<file path="config.mk">
export PLATFORM = sky130hd
export DESIGN_NAME = dcbs_bus_switch_ctrl
export DESIGN_NICKNAME = d
export VERILOG_FILES = /design/src/logic/dcbs_pkg.sv /design/src/logic/dcbs_stuck_timer.sv /design/src/logic/dcbs_bus_switch_ctrl.sv
export VERILOG_INCLUDE_DIRS = /design/src /design/src/logic
export SDC_FILE = /design/constraint.sdc
export NUM_CORES = 1
export LEC_CHECK = 0
export BUFFER_PORTS_ARGS = -buffer_cell sky130_fd_sc_hd__clkbuf_2
export CAP_MARGIN = 5
export CORE_MARGIN = 3
export CORE_UTILIZATION = 35
export DETAILED_ROUTE_END_ITERATION = 16
export SETUP_SLACK_MARGIN = 0.05
export SLEW_MARGIN = 20
export SYNTH_ARGS = -nofsm -noshare
export SYNTH_HDL_FRONTEND = slang
export SYNTH_HIERARCHICAL = 1
export SYNTH_SLANG_ARGS = --single-unit
</file>
<file path="constraint.sdc">
create_clock -name clk_in -period 8 [get_ports clk_in]
set_clock_uncertainty 0.05 [all_clocks]
set_input_delay 0.4 -clock clk_in [delete_from_list [all_inputs] [get_ports clk_in]]
set_output_delay 0.4 -clock clk_in [all_outputs]
set_load 0.005 [all_outputs]
</file>
<file path="src/logic/dcbs_regs.svh">
// Purpose: Offsets, field positions, reset values and timing counts of the bus switch control block.
// Assumes: 8-bit register pointer on the upstream two-wire bus, 40 MHz core clock.
// Notes: Definitions only.
`ifndef DCBS_REGS_SVH
`define DCBS_REGS_SVH

`define DCBS_REG_STATUS    8'h00
`define DCBS_REG_ACCEL     8'h01
`define DCBS_REG_CONFIG    8'h02
`define DCBS_REG_SWITCH    8'h03

`define DCBS_ACCEL_RST     2'b00
`define DCBS_SWITCH_RST    2'b00
`define DCBS_CONNREQ_RST   1'b0
`define DCBS_MASSWR_RST    1'b1
`define DCBS_TMOSEL_RST    2'b00

`define DCBS_CFG_CONNREQ_BIT 5
`define DCBS_CFG_MASSWR_BIT  2
`define DCBS_CFG_TMO_MSB     1
`define DCBS_CFG_TMO_LSB     0

`define DCBS_TMO_OFF       2'b00
`define DCBS_TMO_30MS      2'b01
`define DCBS_TMO_15MS      2'b10
`define DCBS_TMO_7P5MS     2'b11

`define DCBS_ARA_ADDR      7'h0C
`define DCBS_MASS_ADDR     7'h5E
`define DCBS_BASE_ADDR     7'h40

`define DCBS_CLK_MHZ       40
`define DCBS_TMO_7P5_US    7500
`define DCBS_TMO_BASE_CYC  (`DCBS_TMO_7P5_US * `DCBS_CLK_MHZ)

`endif

</file>
<file path="src/logic/dcbs_pkg.sv">
// Purpose: Types shared by the bus switch control block.
// Assumes: Nothing beyond the constant header.
// Notes: Status byte layout is bit 7 down to bit 0.
package dcbs_pkg;

   typedef enum logic [2:0] {
      ST_IDLE     = 3'b000,
      ST_ADDR     = 3'b001,
      ST_ACK_ADDR = 3'b010,
      ST_RX       = 3'b011,
      ST_ACK_RX   = 3'b100,
      ST_TX       = 3'b101,
      ST_ACK_TX   = 3'b110
   } dcbs_state_t;

   typedef struct packed {
      logic       conn;
      logic       flt1;
      logic       flt2;
      logic [1:0] rsvd;
      logic       no_fail;
      logic       tmo_latched;
      logic       tmo_live;
   } dcbs_status_t;

   typedef struct packed {
      logic scl;
      logic sda;
   } dcbs_line_t;

endpackage

</file>
<file path="src/logic/dcbs_stuck_timer.sv">
// Purpose: Stuck-low timeout counter for the upstream clock line.
// Assumes: bus_low_in is already synchronised to clk_in.
// Notes: The live flag stays up until the line goes high or the timeout is disabled.
`timescale 1ns/10ps
`include "dcbs_regs.svh"
module dcbs_stuck_timer import dcbs_pkg::*; #(
   parameter int unsigned BASE_CYC = `DCBS_TMO_BASE_CYC
) (
   input  wire logic       clk_in,
   input  wire logic       reset_n_in,
   input  wire logic       enable_in,
   input  wire logic [1:0] sel_in,
   input  wire logic       bus_low_in,
   output logic            live_out
);
   localparam int CW = 24;
   logic [CW-1:0] count;
   logic [CW-1:0] limit;

   // Code 01 is the longest wait, 11 the shortest.
   always_comb begin
      if (sel_in == `DCBS_TMO_30MS) begin
         limit = CW'(4 * BASE_CYC);
      end else if (sel_in == `DCBS_TMO_15MS) begin
         limit = CW'(2 * BASE_CYC);
      end else begin
         limit = CW'(BASE_CYC);
      end
   end

   always_ff @(posedge clk_in) begin
      if (!reset_n_in || !enable_in || sel_in == `DCBS_TMO_OFF || !bus_low_in) begin
         count    <= '0;
         live_out <= 1'b0;
      end else if (count == limit - CW'(1)) begin
         live_out <= 1'b1;
      end else begin
         count <= count + CW'(1);
      end
   end

   live_cause_a: assert property (@(posedge clk_in) disable iff (!reset_n_in)
      live_out |-> $past(bus_low_in) && $past(sel_in) != `DCBS_TMO_OFF)
      else $error("Timeout flag without a low line.");
   live_drop_a: assert property (@(posedge clk_in) disable iff (!reset_n_in)
      !bus_low_in |=> !live_out)
      else $error("Timeout flag outlived the low line.");
endmodule

</file>
<file path="src/logic/dcbs_bus_switch_ctrl.sv">
// Purpose: Register slave, switch control and fault reporting of a two-channel bus switch.
// Assumes: Each address select arrives as a two-bit level code: 00 low, 11 high, other floating.
// Notes: Upstream lines are oversampled; the slave never stretches the clock.
`timescale 1ns/10ps
`include "dcbs_regs.svh"
module dcbs_bus_switch_ctrl import dcbs_pkg::*; #(
   parameter int unsigned TMO_BASE_CYC = `DCBS_TMO_BASE_CYC,
   parameter logic [6:0]  BASE_ADDR    = `DCBS_BASE_ADDR
) (
   input  wire logic       clk_in,
   input  wire logic       reset_n_in,
   input  wire logic       enable_in,
   input  wire logic       upstream_clock_line_in,
   input  wire logic       upstream_data_line_in,
   output logic            upstream_data_line_out,
   output logic            upstream_data_line_oe_n_out,
   input  wire logic       downstream_data_ch1_in,
   input  wire logic       downstream_clock_ch1_in,
   input  wire logic       downstream_data_ch2_in,
   input  wire logic       downstream_clock_ch2_in,
   input  wire logic       fault_in_ch1_n_in,
   input  wire logic       fault_in_ch2_n_in,
   input  wire logic [1:0] addr_select_0_in,
   input  wire logic [1:0] addr_select_1_in,
   input  wire logic [1:0] addr_select_2_in,
   output logic            fault_out_n_out,
   output logic            fault_oe_n_out,
   output logic            ready_out,
   output logic            ready_oe_n_out,
   output logic [1:0]      switch_closed_out,
   output logic            upstream_accel_out,
   output logic            downstream_accel_out
);
   localparam int NS = 15;
   logic [NS-1:0] raw;
   logic [NS-1:0] sync1;
   logic [NS-1:0] sync2;
   dcbs_line_t    up;
   dcbs_line_t    up_prev;
   logic          en;
   logic          flt1;
   logic          flt2;
   logic [1:0]    logic_ok;
   logic [6:0]    own_addr;
   logic          start;
   logic          stop;
   logic          rise;
   logic          fall;

   assign raw = {enable_in, upstream_clock_line_in, upstream_data_line_in,
                 downstream_data_ch1_in, downstream_clock_ch1_in,
                 downstream_data_ch2_in, downstream_clock_ch2_in,
                 fault_in_ch1_n_in, fault_in_ch2_n_in,
                 addr_select_2_in, addr_select_1_in, addr_select_0_in};

   // Two flip-flops on every pin before any logic looks at it.
   always_ff @(posedge clk_in) begin
      if (!reset_n_in) begin
         sync1 <= {NS{1'b1}};
         sync2 <= {NS{1'b1}};
      end else begin
         sync1 <= raw;
         sync2 <= sync1;
      end
   end

   always_ff @(posedge clk_in) begin
      if (!reset_n_in) begin
         up_prev <= 2'b11;
      end else begin
         up_prev <= up;
      end
   end

   assign en          = sync2[14];
   assign up          = sync2[13:12];
   assign logic_ok[1] = sync2[11] & sync2[10];
   assign logic_ok[0] = sync2[9] & sync2[8];
   assign flt1        = sync2[7];
   assign flt2        = sync2[6];

   function automatic logic [6:0] lvl(input logic [1:0] code);
      if (code == 2'b00) begin
         lvl = 7'h00;
      end else if (code == 2'b11) begin
         lvl = 7'h02;
      end else begin
         lvl = 7'h01;
      end
   endfunction

   // Base plus a base-three number formed from the three straps.
   assign own_addr = BASE_ADDR + lvl(sync2[1:0]) + lvl(sync2[3:2]) * 7'h03
                     + lvl(sync2[5:4]) * 7'h09;

   assign start = en & up.scl & up_prev.scl & up_prev.sda & ~up.sda;
   assign stop  = en & up.scl & up_prev.scl & ~up_prev.sda & up.sda;
   assign rise  = up.scl & ~up_prev.scl;
   assign fall  = ~up.scl & up_prev.scl;

   dcbs_state_t  state;
   logic [7:0]   sh;
   logic [3:0]   cnt;
   logic [7:0]   ptr;
   logic         rw;
   logic         first;
   logic         ara;
   logic         sda_low;
   logic         wr_stb;
   logic [7:0]   wr_ptr;
   logic [7:0]   wr_data;
   logic [1:0]   accel;
   logic         conn_req;
   logic         mass_en;
   logic [1:0]   tmo_sel;
   logic [1:0]   sw;
   logic         fail_lat;
   logic         tmo_lat;
   logic         tmo_live;
   logic         fault_on;
   logic         addr_hit;
   logic         ara_hit;
   logic [1:0]   allow;
   logic         fail_set;
   logic         clr_stb;
   dcbs_status_t st;
   logic [7:0]   rd_mux;
   logic [7:0]   tx_byte;

   assign fault_on = ~flt1 | ~flt2 | tmo_live | tmo_lat | fail_lat;
   assign ara_hit  = sh[7:1] == `DCBS_ARA_ADDR && sh[0] && fault_on;
   assign addr_hit = sh[7:1] == own_addr || ara_hit
                     || (mass_en && sh[7:1] == `DCBS_MASS_ADDR && !sh[0]);

   assign st = '{conn: |sw, flt1: flt1, flt2: flt2, rsvd: 2'b00, no_fail: ~fail_lat,
                 tmo_latched: tmo_lat, tmo_live: tmo_live};

   always_comb begin
      if (ptr == `DCBS_REG_STATUS) begin
         rd_mux = st;
      end else if (ptr == `DCBS_REG_ACCEL) begin
         rd_mux = {accel, 6'h00};
      end else if (ptr == `DCBS_REG_CONFIG) begin
         rd_mux = {2'b00, conn_req, 2'b00, mass_en, tmo_sel};
      end else if (ptr == `DCBS_REG_SWITCH) begin
         rd_mux = {sw, 2'b00, logic_ok, 2'b00};
      end else begin
         rd_mux = 8'h00;
      end
   end

   // The alert response returns our own address with the read bit set.
   assign tx_byte = ara ? {own_addr, 1'b1} : rd_mux;

   // Two-wire slave; held idle while enable is low.
   always_ff @(posedge clk_in) begin
      if (!reset_n_in || !en) begin
         state   <= ST_IDLE;
         sh      <= 8'h00;
         cnt     <= 4'h0;
         ptr     <= 8'h00;
         rw      <= 1'b0;
         first   <= 1'b0;
         ara     <= 1'b0;
         sda_low <= 1'b0;
         wr_stb  <= 1'b0;
         wr_ptr  <= 8'h00;
         wr_data <= 8'h00;
      end else begin
         wr_stb <= 1'b0;
         if (start) begin
            state   <= ST_ADDR;
            cnt     <= 4'h0;
            sda_low <= 1'b0;
         end else if (stop) begin
            state   <= ST_IDLE;
            sda_low <= 1'b0;
         end else begin
            case (state)
               ST_ADDR, ST_RX: begin
                  if (rise) begin
                     sh  <= {sh[6:0], up.sda};
                     cnt <= cnt + 4'h1;
                  end else if (fall && cnt == 4'h8) begin
                     cnt <= 4'h0;
                     if (state == ST_ADDR) begin
                        if (addr_hit) begin
                           sda_low <= 1'b1;
                           state   <= ST_ACK_ADDR;
                           rw      <= sh[0];
                           first   <= 1'b1;
                           ara     <= ara_hit;
                        end else begin
                           state <= ST_IDLE;
                        end
                     end else begin
                        sda_low <= 1'b1;
                        state   <= ST_ACK_RX;
                        if (first) begin
                           ptr   <= sh;
                           first <= 1'b0;
                        end else begin
                           wr_stb  <= 1'b1;
                           wr_ptr  <= ptr;
                           wr_data <= sh;
                           ptr     <= ptr + 8'h01;
                        end
                     end
                  end
               end
               ST_ACK_ADDR, ST_ACK_RX: begin
                  if (fall) begin
                     if (state == ST_ACK_ADDR && rw) begin
                        state   <= ST_TX;
                        sda_low <= ~tx_byte[7];
                        sh      <= {tx_byte[6:0], 1'b0};
                        ptr     <= ara ? ptr : ptr + 8'h01;
                     end else begin
                        state   <= ST_RX;
                        sda_low <= 1'b0;
                     end
                  end
               end
               ST_TX: begin
                  if (rise) begin
                     cnt <= cnt + 4'h1;
                  end else if (fall) begin
                     if (cnt == 4'h8) begin
                        cnt     <= 4'h0;
                        sda_low <= 1'b0;
                        state   <= ST_ACK_TX;
                     end else begin
                        sda_low <= ~sh[7];
                        sh      <= {sh[6:0], 1'b0};
                     end
                  end
               end
               ST_ACK_TX: begin
                  if (rise && up.sda) begin
                     state <= ST_IDLE;
                  end else if (fall) begin
                     state   <= ST_TX;
                     sda_low <= ~tx_byte[7];
                     sh      <= {tx_byte[6:0], 1'b0};
                     ptr     <= ara ? ptr : ptr + 8'h01;
                  end
               end
               default: begin
                  state <= ST_IDLE;
               end
            endcase
         end
      end
   end

   assign clr_stb  = wr_stb && wr_ptr == `DCBS_REG_STATUS;
   assign allow    = {2{conn_req}} | logic_ok | sw;
   assign fail_set = wr_stb && wr_ptr == `DCBS_REG_SWITCH && |(wr_data[7:6] & ~allow);

   always_ff @(posedge clk_in) begin
      if (!reset_n_in || !en) begin
         accel <= `DCBS_ACCEL_RST;
      end else if (wr_stb && wr_ptr == `DCBS_REG_ACCEL) begin
         accel <= wr_data[7:6];
      end
   end

   always_ff @(posedge clk_in) begin
      if (!reset_n_in || !en) begin
         conn_req <= `DCBS_CONNREQ_RST;
         mass_en  <= `DCBS_MASSWR_RST;
         tmo_sel  <= `DCBS_TMOSEL_RST;
      end else if (wr_stb && wr_ptr == `DCBS_REG_CONFIG) begin
         conn_req <= wr_data[`DCBS_CFG_CONNREQ_BIT];
         mass_en  <= wr_data[`DCBS_CFG_MASSWR_BIT];
         tmo_sel  <= wr_data[`DCBS_CFG_TMO_MSB:`DCBS_CFG_TMO_LSB];
      end
   end

   // A stuck bus drops both switches; refused channels stay open.
   always_ff @(posedge clk_in) begin
      if (!reset_n_in || !en) begin
         sw <= `DCBS_SWITCH_RST;
      end else if (tmo_live) begin
         sw <= 2'b00;
      end else if (wr_stb && wr_ptr == `DCBS_REG_SWITCH) begin
         sw <= wr_data[7:6] & allow;
      end
   end

   // Setting wins over a clearing write in the same cycle.
   always_ff @(posedge clk_in) begin
      if (!reset_n_in || !en) begin
         fail_lat <= 1'b0;
         tmo_lat  <= 1'b0;
      end else begin
         if (fail_set) begin
            fail_lat <= 1'b1;
         end else if (clr_stb) begin
            fail_lat <= 1'b0;
         end
         if (tmo_live) begin
            tmo_lat <= 1'b1;
         end else if (clr_stb) begin
            tmo_lat <= 1'b0;
         end
      end
   end

   dcbs_stuck_timer #(
      .BASE_CYC (TMO_BASE_CYC)
   ) u_timer (
      .clk_in     (clk_in),
      .reset_n_in (reset_n_in),
      .enable_in  (en),
      .sel_in     (tmo_sel),
      .bus_low_in (~up.scl),
      .live_out   (tmo_live)
   );

   always_ff @(posedge clk_in) begin
      if (!reset_n_in) begin
         fault_oe_n_out <= 1'b1;
         ready_oe_n_out <= 1'b0;
      end else begin
         fault_oe_n_out <= ~fault_on;
         ready_oe_n_out <= |sw;
      end
   end

   assign fault_out_n_out             = 1'b0;
   assign ready_out                   = 1'b0;
   assign upstream_data_line_out      = 1'b0;
   assign upstream_data_line_oe_n_out = ~sda_low;
   assign switch_closed_out           = sw;
   assign upstream_accel_out          = accel[1];
   assign downstream_accel_out        = accel[0];

   fault_fwd_a: assert property (@(posedge clk_in) disable iff (!reset_n_in)
      (!flt1 || !flt2) |=> !fault_oe_n_out)
      else $error("Channel fault not forwarded.");
   timeout_fault_a: assert property (@(posedge clk_in) disable iff (!reset_n_in)
      tmo_live |=> !fault_oe_n_out && sw == 2'b00)
      else $error("Timeout did not raise fault or open switches.");
   refuse_low_a: assert property (@(posedge clk_in) disable iff (!reset_n_in)
      (en && wr_stb && wr_ptr == `DCBS_REG_SWITCH && wr_data[7] && !conn_req && !logic_ok[1] && !sw[1])
      |=> !sw[1] && fail_lat ##1 !fault_oe_n_out)
      else $error("Low channel connection not refused.");
   disable_hold_a: assert property (@(posedge clk_in) disable iff (!reset_n_in)
      !en |=> accel == 2'b00 && sw == 2'b00 && tmo_sel == 2'b00 && mass_en && upstream_data_line_oe_n_out)
      else $error("Registers not held at default while disabled.");
   ready_track_a: assert property (@(posedge clk_in) disable iff (!reset_n_in)
      ##1 ready_oe_n_out == $past(|sw))
      else $error("Ready output does not follow switch state.");
   tmo_latch_a: assert property (@(posedge clk_in) disable iff (!reset_n_in)
      (tmo_lat && en && !clr_stb) |=> tmo_lat)
      else $error("Latched timeout lost without a clear.");
   status_clear_a: assert property (@(posedge clk_in) disable iff (!reset_n_in)
      (clr_stb && !tmo_live && !fail_set) |=> !tmo_lat && !fail_lat && $stable(sw) && $stable(accel))
      else $error("Status write did not clear only the fault latches.");
   fault_release_a: assert property (@(posedge clk_in) disable iff (!reset_n_in)
      (flt1 && flt2 && !tmo_live && !tmo_lat && !fail_lat) |=> fault_oe_n_out)
      else $error("Fault output held with no cause.");
   accel_write_a: assert property (@(posedge clk_in) disable iff (!reset_n_in)
      (en && wr_stb && wr_ptr == `DCBS_REG_ACCEL)
      |=> upstream_accel_out == $past(wr_data[7]) && downstream_accel_out == $past(wr_data[6]))
      else $error("Accelerator enables not updated.");
endmodule

</file>
# Word-level counts from Yosys, hierarchy flattened
# Index checks and enable logic that the tools add are counted.
word_totals:
  ff_bits: 113
  in_bits: 17
  wordCells: 237
classes:
  reduce_logical: 48
  multipliers: 2
  addsub: 7
  n_eq_ne: 47
  mux: 69
  n_bitwise: 37
op_table:
  columns: ["op", "n"]
  rows:
  - ["8-bit 2-to-1 mux", 22]
  - ["8-bit by 2-bit == test with 1-bit output (second input constant)", 4]
  - ["8-bit case mux with 4 select lines", 1]
  - ["3-bit 2-to-1 mux", 10]
  - ["7-bit AND reduction", 4]
  - ["2-bit != test (second input constant)", 13]
  - ["24-bit by 1-bit adder with 24-bit output (second input constant)", 1]
  - ["24-bit == test", 1]
  - ["24-bit 2-to-1 mux", 1]
  - ["4-bit != test (second input constant)", 6]
  - ["8-bit case mux with 3 select lines", 1]
  - ["24-bit by 1-bit subtractor with 24-bit output (second input constant)", 1]
  - ["20-bit 2-to-1 mux", 1]
  - ["4-bit 2-to-1 mux", 5]
  - ["1-bit 2-to-1 mux", 18]
  - ["1-bit inverter", 18]
  - ["8-bit by 1-bit == test with 1-bit output (second input constant)", 2]
  - ["8-bit logical NOT", 2]
  - ["3-bit != test (second input constant)", 5]
  - ["7-bit adder", 2]
  - ["2-bit 2-to-1 mux", 7]
  - ["1-bit logical AND", 12]
  - ["3-bit case mux with 4 select lines", 1]
  - ["2-bit OR reduction", 6]
  - ["35 further kinds", 66]

# Longest topological paths before layout
depth:
  word_depth: 16
  ltp_mapped: 15
  ltp_nobuf: 15

# Hierarchy
# Netlist, hierarchy kept.
by_module_without_submodules:
  columns: ["mod", "area_per_inst_um2", "n_inst", "cells_per_inst"]
  rows:
  - ["dcbs_bus_switch_ctrl", 4334.2, 1, 493]
  - ["dcbs_stuck_timer", 1376.3, 1, 163]

# Worst setup path after synthesis
# No wires, ideal clock.
synth_path:
  path_kind: "flip-flop to flip-flop"
  from: "reg sync2[4]"
  to: "reg state[1]"
  setup_time_ns: 0.092
  required_ns: 7.858
  period_less_slack_ns: 3.276
  path_buffers: 0
  slack_ns: 4.724
  path_stages_with_launch: 13
  arrival_time_ns: 3.135
  path_cell_list: "dfxtp_1 -> ha_1 -> ha_1 -> inv_1 -> fa_1 -> inv_1 -> ha_1 -> fa_1 -> xor2_1 -> xor2_1 -> o41ai_2 -> a21boi_0 -> nor4_1"
synth_between:
  elab_chain_len: 13
  word_cells_on_any_way: 14
  cone_classes: "add/sub (1); mul (1); eq/ne (2); mux (7); reduce/logical (3)"
synth_lines:
  columns: ["item", "line_no", "rtl"]
  rows:
  - ["start: declaration", "dcbs_bus_switch_ctrl.sv:37", "logic [NS-1:0] sync2;"]
  - ["start signal: assignment", "dcbs_bus_switch_ctrl.sv:60", "sync2 <= {NS{1'b1}};"]
  - ["start signal: assignment", "dcbs_bus_switch_ctrl.sv:63", "sync2 <= sync1;"]
  - ["2-bit == test", "dcbs_bus_switch_ctrl.sv:85", "end else if (code == 2'b11) begin"]
  - ["2-bit 2-to-1 mux", "dcbs_bus_switch_ctrl.sv:85", null]
  - ["2-bit 2-to-1 mux *", "dcbs_bus_switch_ctrl.sv:83", "if (code == 2'b00) begin"]
  - ["7-bit by 4-bit multiplier with 7-bit output *", "dcbs_bus_switch_ctrl.sv:94", "+ lvl(sync2[5:4]) * 7'h09;"]
  - ["7-bit adder *", "dcbs_bus_switch_ctrl.sv:94", null]
  - ["7-bit == test *", "dcbs_bus_switch_ctrl.sv:132", "assign addr_hit = sh[7:1] == own_addr || ara_hit"]
  - ["1-bit logical OR * (2 in series)", "dcbs_bus_switch_ctrl.sv:132", null]
  - ["2-bit 2-to-1 mux *", "dcbs_bus_switch_ctrl.sv:187", "if (addr_hit) begin"]
  - ["3-bit 2-to-1 mux *", "dcbs_bus_switch_ctrl.sv:186", "if (state == ST_ADDR) begin"]
  - ["3-bit 2-to-1 mux *", "dcbs_bus_switch_ctrl.sv:184", "end else if (fall && cnt == 4'h8) begin"]
  - ["3-bit 2-to-1 mux *", "dcbs_bus_switch_ctrl.sv:181", "if (rise) begin"]
  - ["3-bit case mux with 4 select lines *", "dcbs_bus_switch_ctrl.sv:179", "case (state)"]
  - ["end signal: assignment", "dcbs_bus_switch_ctrl.sv:176", "state <= ST_IDLE;"]
  - ["end signal: assignment", "dcbs_bus_switch_ctrl.sv:189", "state <= ST_ACK_ADDR;"]
  - ["end signal: assignment", "dcbs_bus_switch_ctrl.sv:194", "state <= ST_IDLE;"]
  - ["end: declaration", "dcbs_bus_switch_ctrl.sv:101", "dcbs_state_t state;"]
# Mark *: on every way between the ends. The rest lies on a longest branch, timed or not. The select of a mux whose other input is x is not followed.
# A chain may end at the register's enable or synchronous reset.

# Final worst setup path
# Ends and elaborated chain as after synthesis.

==> impl_metrics.ini <==
[sta]
tightestPinTransition_ns = 1.00
max_freq_mhz = 275
setup_viol = 0
finalHoldViolCount = 0
min_period_ns = 3.64
rsz0062_at_grt = false
holdWs_ns = 0.166
maxSlewViolCount = 0
timing.final.crit_share_pct = 45.5
slew_headroom_pct = 32.7
tns_ns = 0

[grt]
grt_usage_pct = 14.4
met3_usage_pct = 2.72
gr-max-usage-layer = met2
grt_pass1_wl_um = 21100
grt_max_degree = 39
grt_use_met2_pct = 22.6
met1_usage_pct = 19.2
overflow = 0
grt_pass1_vias = 4418
antenna_found_initial = 0

[die]
dieWidth_um = 134
start_util_pct = 35.8
fp.coreArea_sq_um = 15900
die_h_um = 134
dieArea_sq_um = 17900
placementRows = 46
ioPinCount = 27

[critical_path]
cp-end-kind = register
cp.required_ns = 8.21
r2r_end = state[1]$_SDFFE_PP0P_
slowest_stage = fa_1
worstSetupPathType = reg2reg
path_common_cell = ha_1
crit_fanout = 5
reg2reg_depth = 12
rr_startpoint = sync2[4]$_SDFF_PN1_
rrSetupSlack_ns = 4.36
start_kind = register
crit_chain = ha_1 -> ha_1 -> inv_1 -> fa_1 -> inv_1 -> ha_1 -> fa_1 -> xnor2_1 -> nand4_1 -> o41ai_2 -> a21boi_0 -> nor4_1
max_stage_delay_ns = 0.55
crit_arrival_ns = 3.84

[worst_hold_path]
hold_depth = 2
hp-start = addr_select_2_in[1]
holdPathEnd = sync1[5]$_SDFF_PN1_
hold_path_class = in2reg

[placed_design]
port_buffers = 23
place.gp.congestion = 0.869
place_area_sq_um = 5930
hpwl_um = 9090

[clocking]
post-cts-setup-buffer-count = 0
cts_buffers = 9
cts_tree = done
cts.htree.levels = 3
ctsHoldBuffers = 0
cts_resized = 0
cts.sinks = 111
cts.path.max_buffers = 2
cts.reportedPaths.clkPinSlew_ns = 0.07
clock_latency_ns = 0.36
root_buffer = clkbuf_16

[cells_and_area]
syn_to_final_growth_pct = 8.96
fin_area_sq_um = 6220
drive_above_1_share_pct = 9.30
fin_nets = 706
num_antenna_cells = 0

[synthesis]
synthCells = 656
yosysMostFrequentCell = dfxtp_1
synth_area_leaders = dfxtp_1, ha_1, nor2_1
synth_edf_count = 0
ys_top_cells_by_count = dfxtp_1, nor2_1, nand2_1, a21oi_1, nand2b_1
yosys.area_share.simple_pct = 25.2
async_flop_share_pct = 0
ys_types = 80
syn_area_per_cell_sq_um = 8.70
synth-main-ff-cell = dfxtp_1
synth-seq-cells = 111
synthMuxAreaShare_pct = 4.58
synth_xor_area_share_pct = 3.37
synth.yosys.seq_area_share_pct = 38.9
synth_compound_area_share_pct = 16.5
synth_top_family_by_area = simple AND/OR/NAND/NOR gates
synth_area_leader_cell = dfxtp_1
synth.top_cell.area_share_pct = 38.9
yosys.area_share.adder_pct = 6.18
syn_area_sq_um = 5710
ys_warn_count = 6

[detailed_routing]
detail_route.wl_per_cell_um = 14.3
drt_iter0_drc = 308
firstDrtPassIters = 5
drcViolationCount = 0
num_vias = 4642
postRouteAntennaNets = 0
drt_wl_total_um = 12600
vias_per_cell = 5.26

[power]
intPower_w = 0.000801
swShare_pct = 24.1
p_sw_w = 0.000255
pwr-share-seq_pct = 53.5
combinationalPowerShare_pct = 5.9
vdd_drop_max_mv = 0.109
power.leakage_nw = 2.28
clkPwrFrac_pct = 40.6
p_per_area_nw_per_um2 = 170

[outcome]
status = complete, no violations

[run]
cap_violations = 0
[state kept, by name, summed over array words and instances, names as in the netlist, 2 cells and up]
name	flops
accel	2
cnt	4
ptr	8
sh	8
state	3
switch_closed_out	2
sync1	15
sync2	15
tmo_sel	2
u_timer/count	24
up_prev	2
wr_data	6
wr_ptr	8
[placed cells by master (no fill, tap or decap), drive strengths merged, types with 5 or more instances in the layout]
cell    instances
nor2           74
clkbuf         32
nand2          47
nor2b           7
nor4            5
a211oi          8
nand2b         34
mux2i          25
inv            30
ha             25
a21oi          41
a21o            5
a31oi           5
xor2           12
or4             5
and3            9
nand3          21
nand3b          6
or3            12
o21ai          30
nand4          10
nor3           15
xnor2          10
dfxtp         111
a22oi           7
[through the flow]
step | utilization, % | power, W | instances | setup WS [ns]
floorplan | - | 0.000623 | 658 | 4.72
global placement | 37.2 | 0.000636 | 866 | 4.55
detailed placement | 37.2 | 0.000640 | 866 | 4.37
CTS | 39.0 | 0.00107 | 882 | 4.35
global route | 39.0 | 0.00110 | 883 | 4.15
finish | 39.0 | 0.00106 | 883 | 4.36
[cell type report]
class	count	area [sq um]
fill	1639	9720
multi-input combinational	485	3200
sequential	111	2220
tap	216	270
clock buffer	9	225
timing repair buffer	27	145
inverter	28	105
clock inverter	7	57.6
[routing by layer]
layer	routed length (um)	up-vias
li1	-	2335
met1	6090	2174
met2	5680	118
met3	584	15
met4	230	0
met5	0	-
[cell families (layout without fill, tap and decap cells)]
| logic type | Yosys count | after routing |
|---|---|---|
| fa+ha+maj | 27 | 27 |
| flops | 111 | 111 |
| compound gates | 138 | 138 |
| other cells | 1 | 3 |
| mux | 26 | 26 |
| buf+inv | 62 | 71 |
| xor+xnor | 22 | 22 |
| simple gates | 269 | 269 |
[how the worst max path moves through the flow]
stage	endpoint	slack (ns)	startpoint
6_report	state[1]$_SDFFE_PP0P_	4.36	sync2[4]$_SDFF_PN1_
5_1_grt	state[1]$_SDFFE_PP0P_	4.15	sync2[4]$_SDFF_PN1_
4_1_cts	state[1]$_SDFFE_PP0P_	4.35	sync2[4]$_SDFF_PN1_
3_5_place_dp	state[1]$_SDFFE_PP0P_	4.37	sync2[4]$_SDFF_PN1_
3_3_place_gp	state[1]$_SDFFE_PP0P_	4.55	sync2[4]$_SDFF_PN1_
2_1_floorplan	state[1]$_SDFFE_PP0P_	4.72	sync2[4]$_SDFF_PN1_
[power by group through the flow]
stage                     clock, W  sequential (W)  combinational, W
after floorplan                  0        0.000575         0.0000477
after global placement           0        0.000577         0.0000590
final                     0.000429        0.000565         0.0000620
after CTS                 0.000444        0.000565         0.0000625
after global routing      0.000466        0.000565         0.0000699
after detailed placement         0        0.000578         0.0000621
[critical path: cells and delay by family, from the launching register on]
kind / cells / cell delay, ns
AO/OA/AOI/OAI: 2 / 0.64
buffers and inverters: 2 / 0.10
adder cells (fa/ha/maj): 5 / 1.86
flip-flops: 1 / 0.30
XOR/XNOR: 1 / 0.13
AND/OR/NAND/NOR: 2 / 0.47
(Power assumes the default switching activity.)
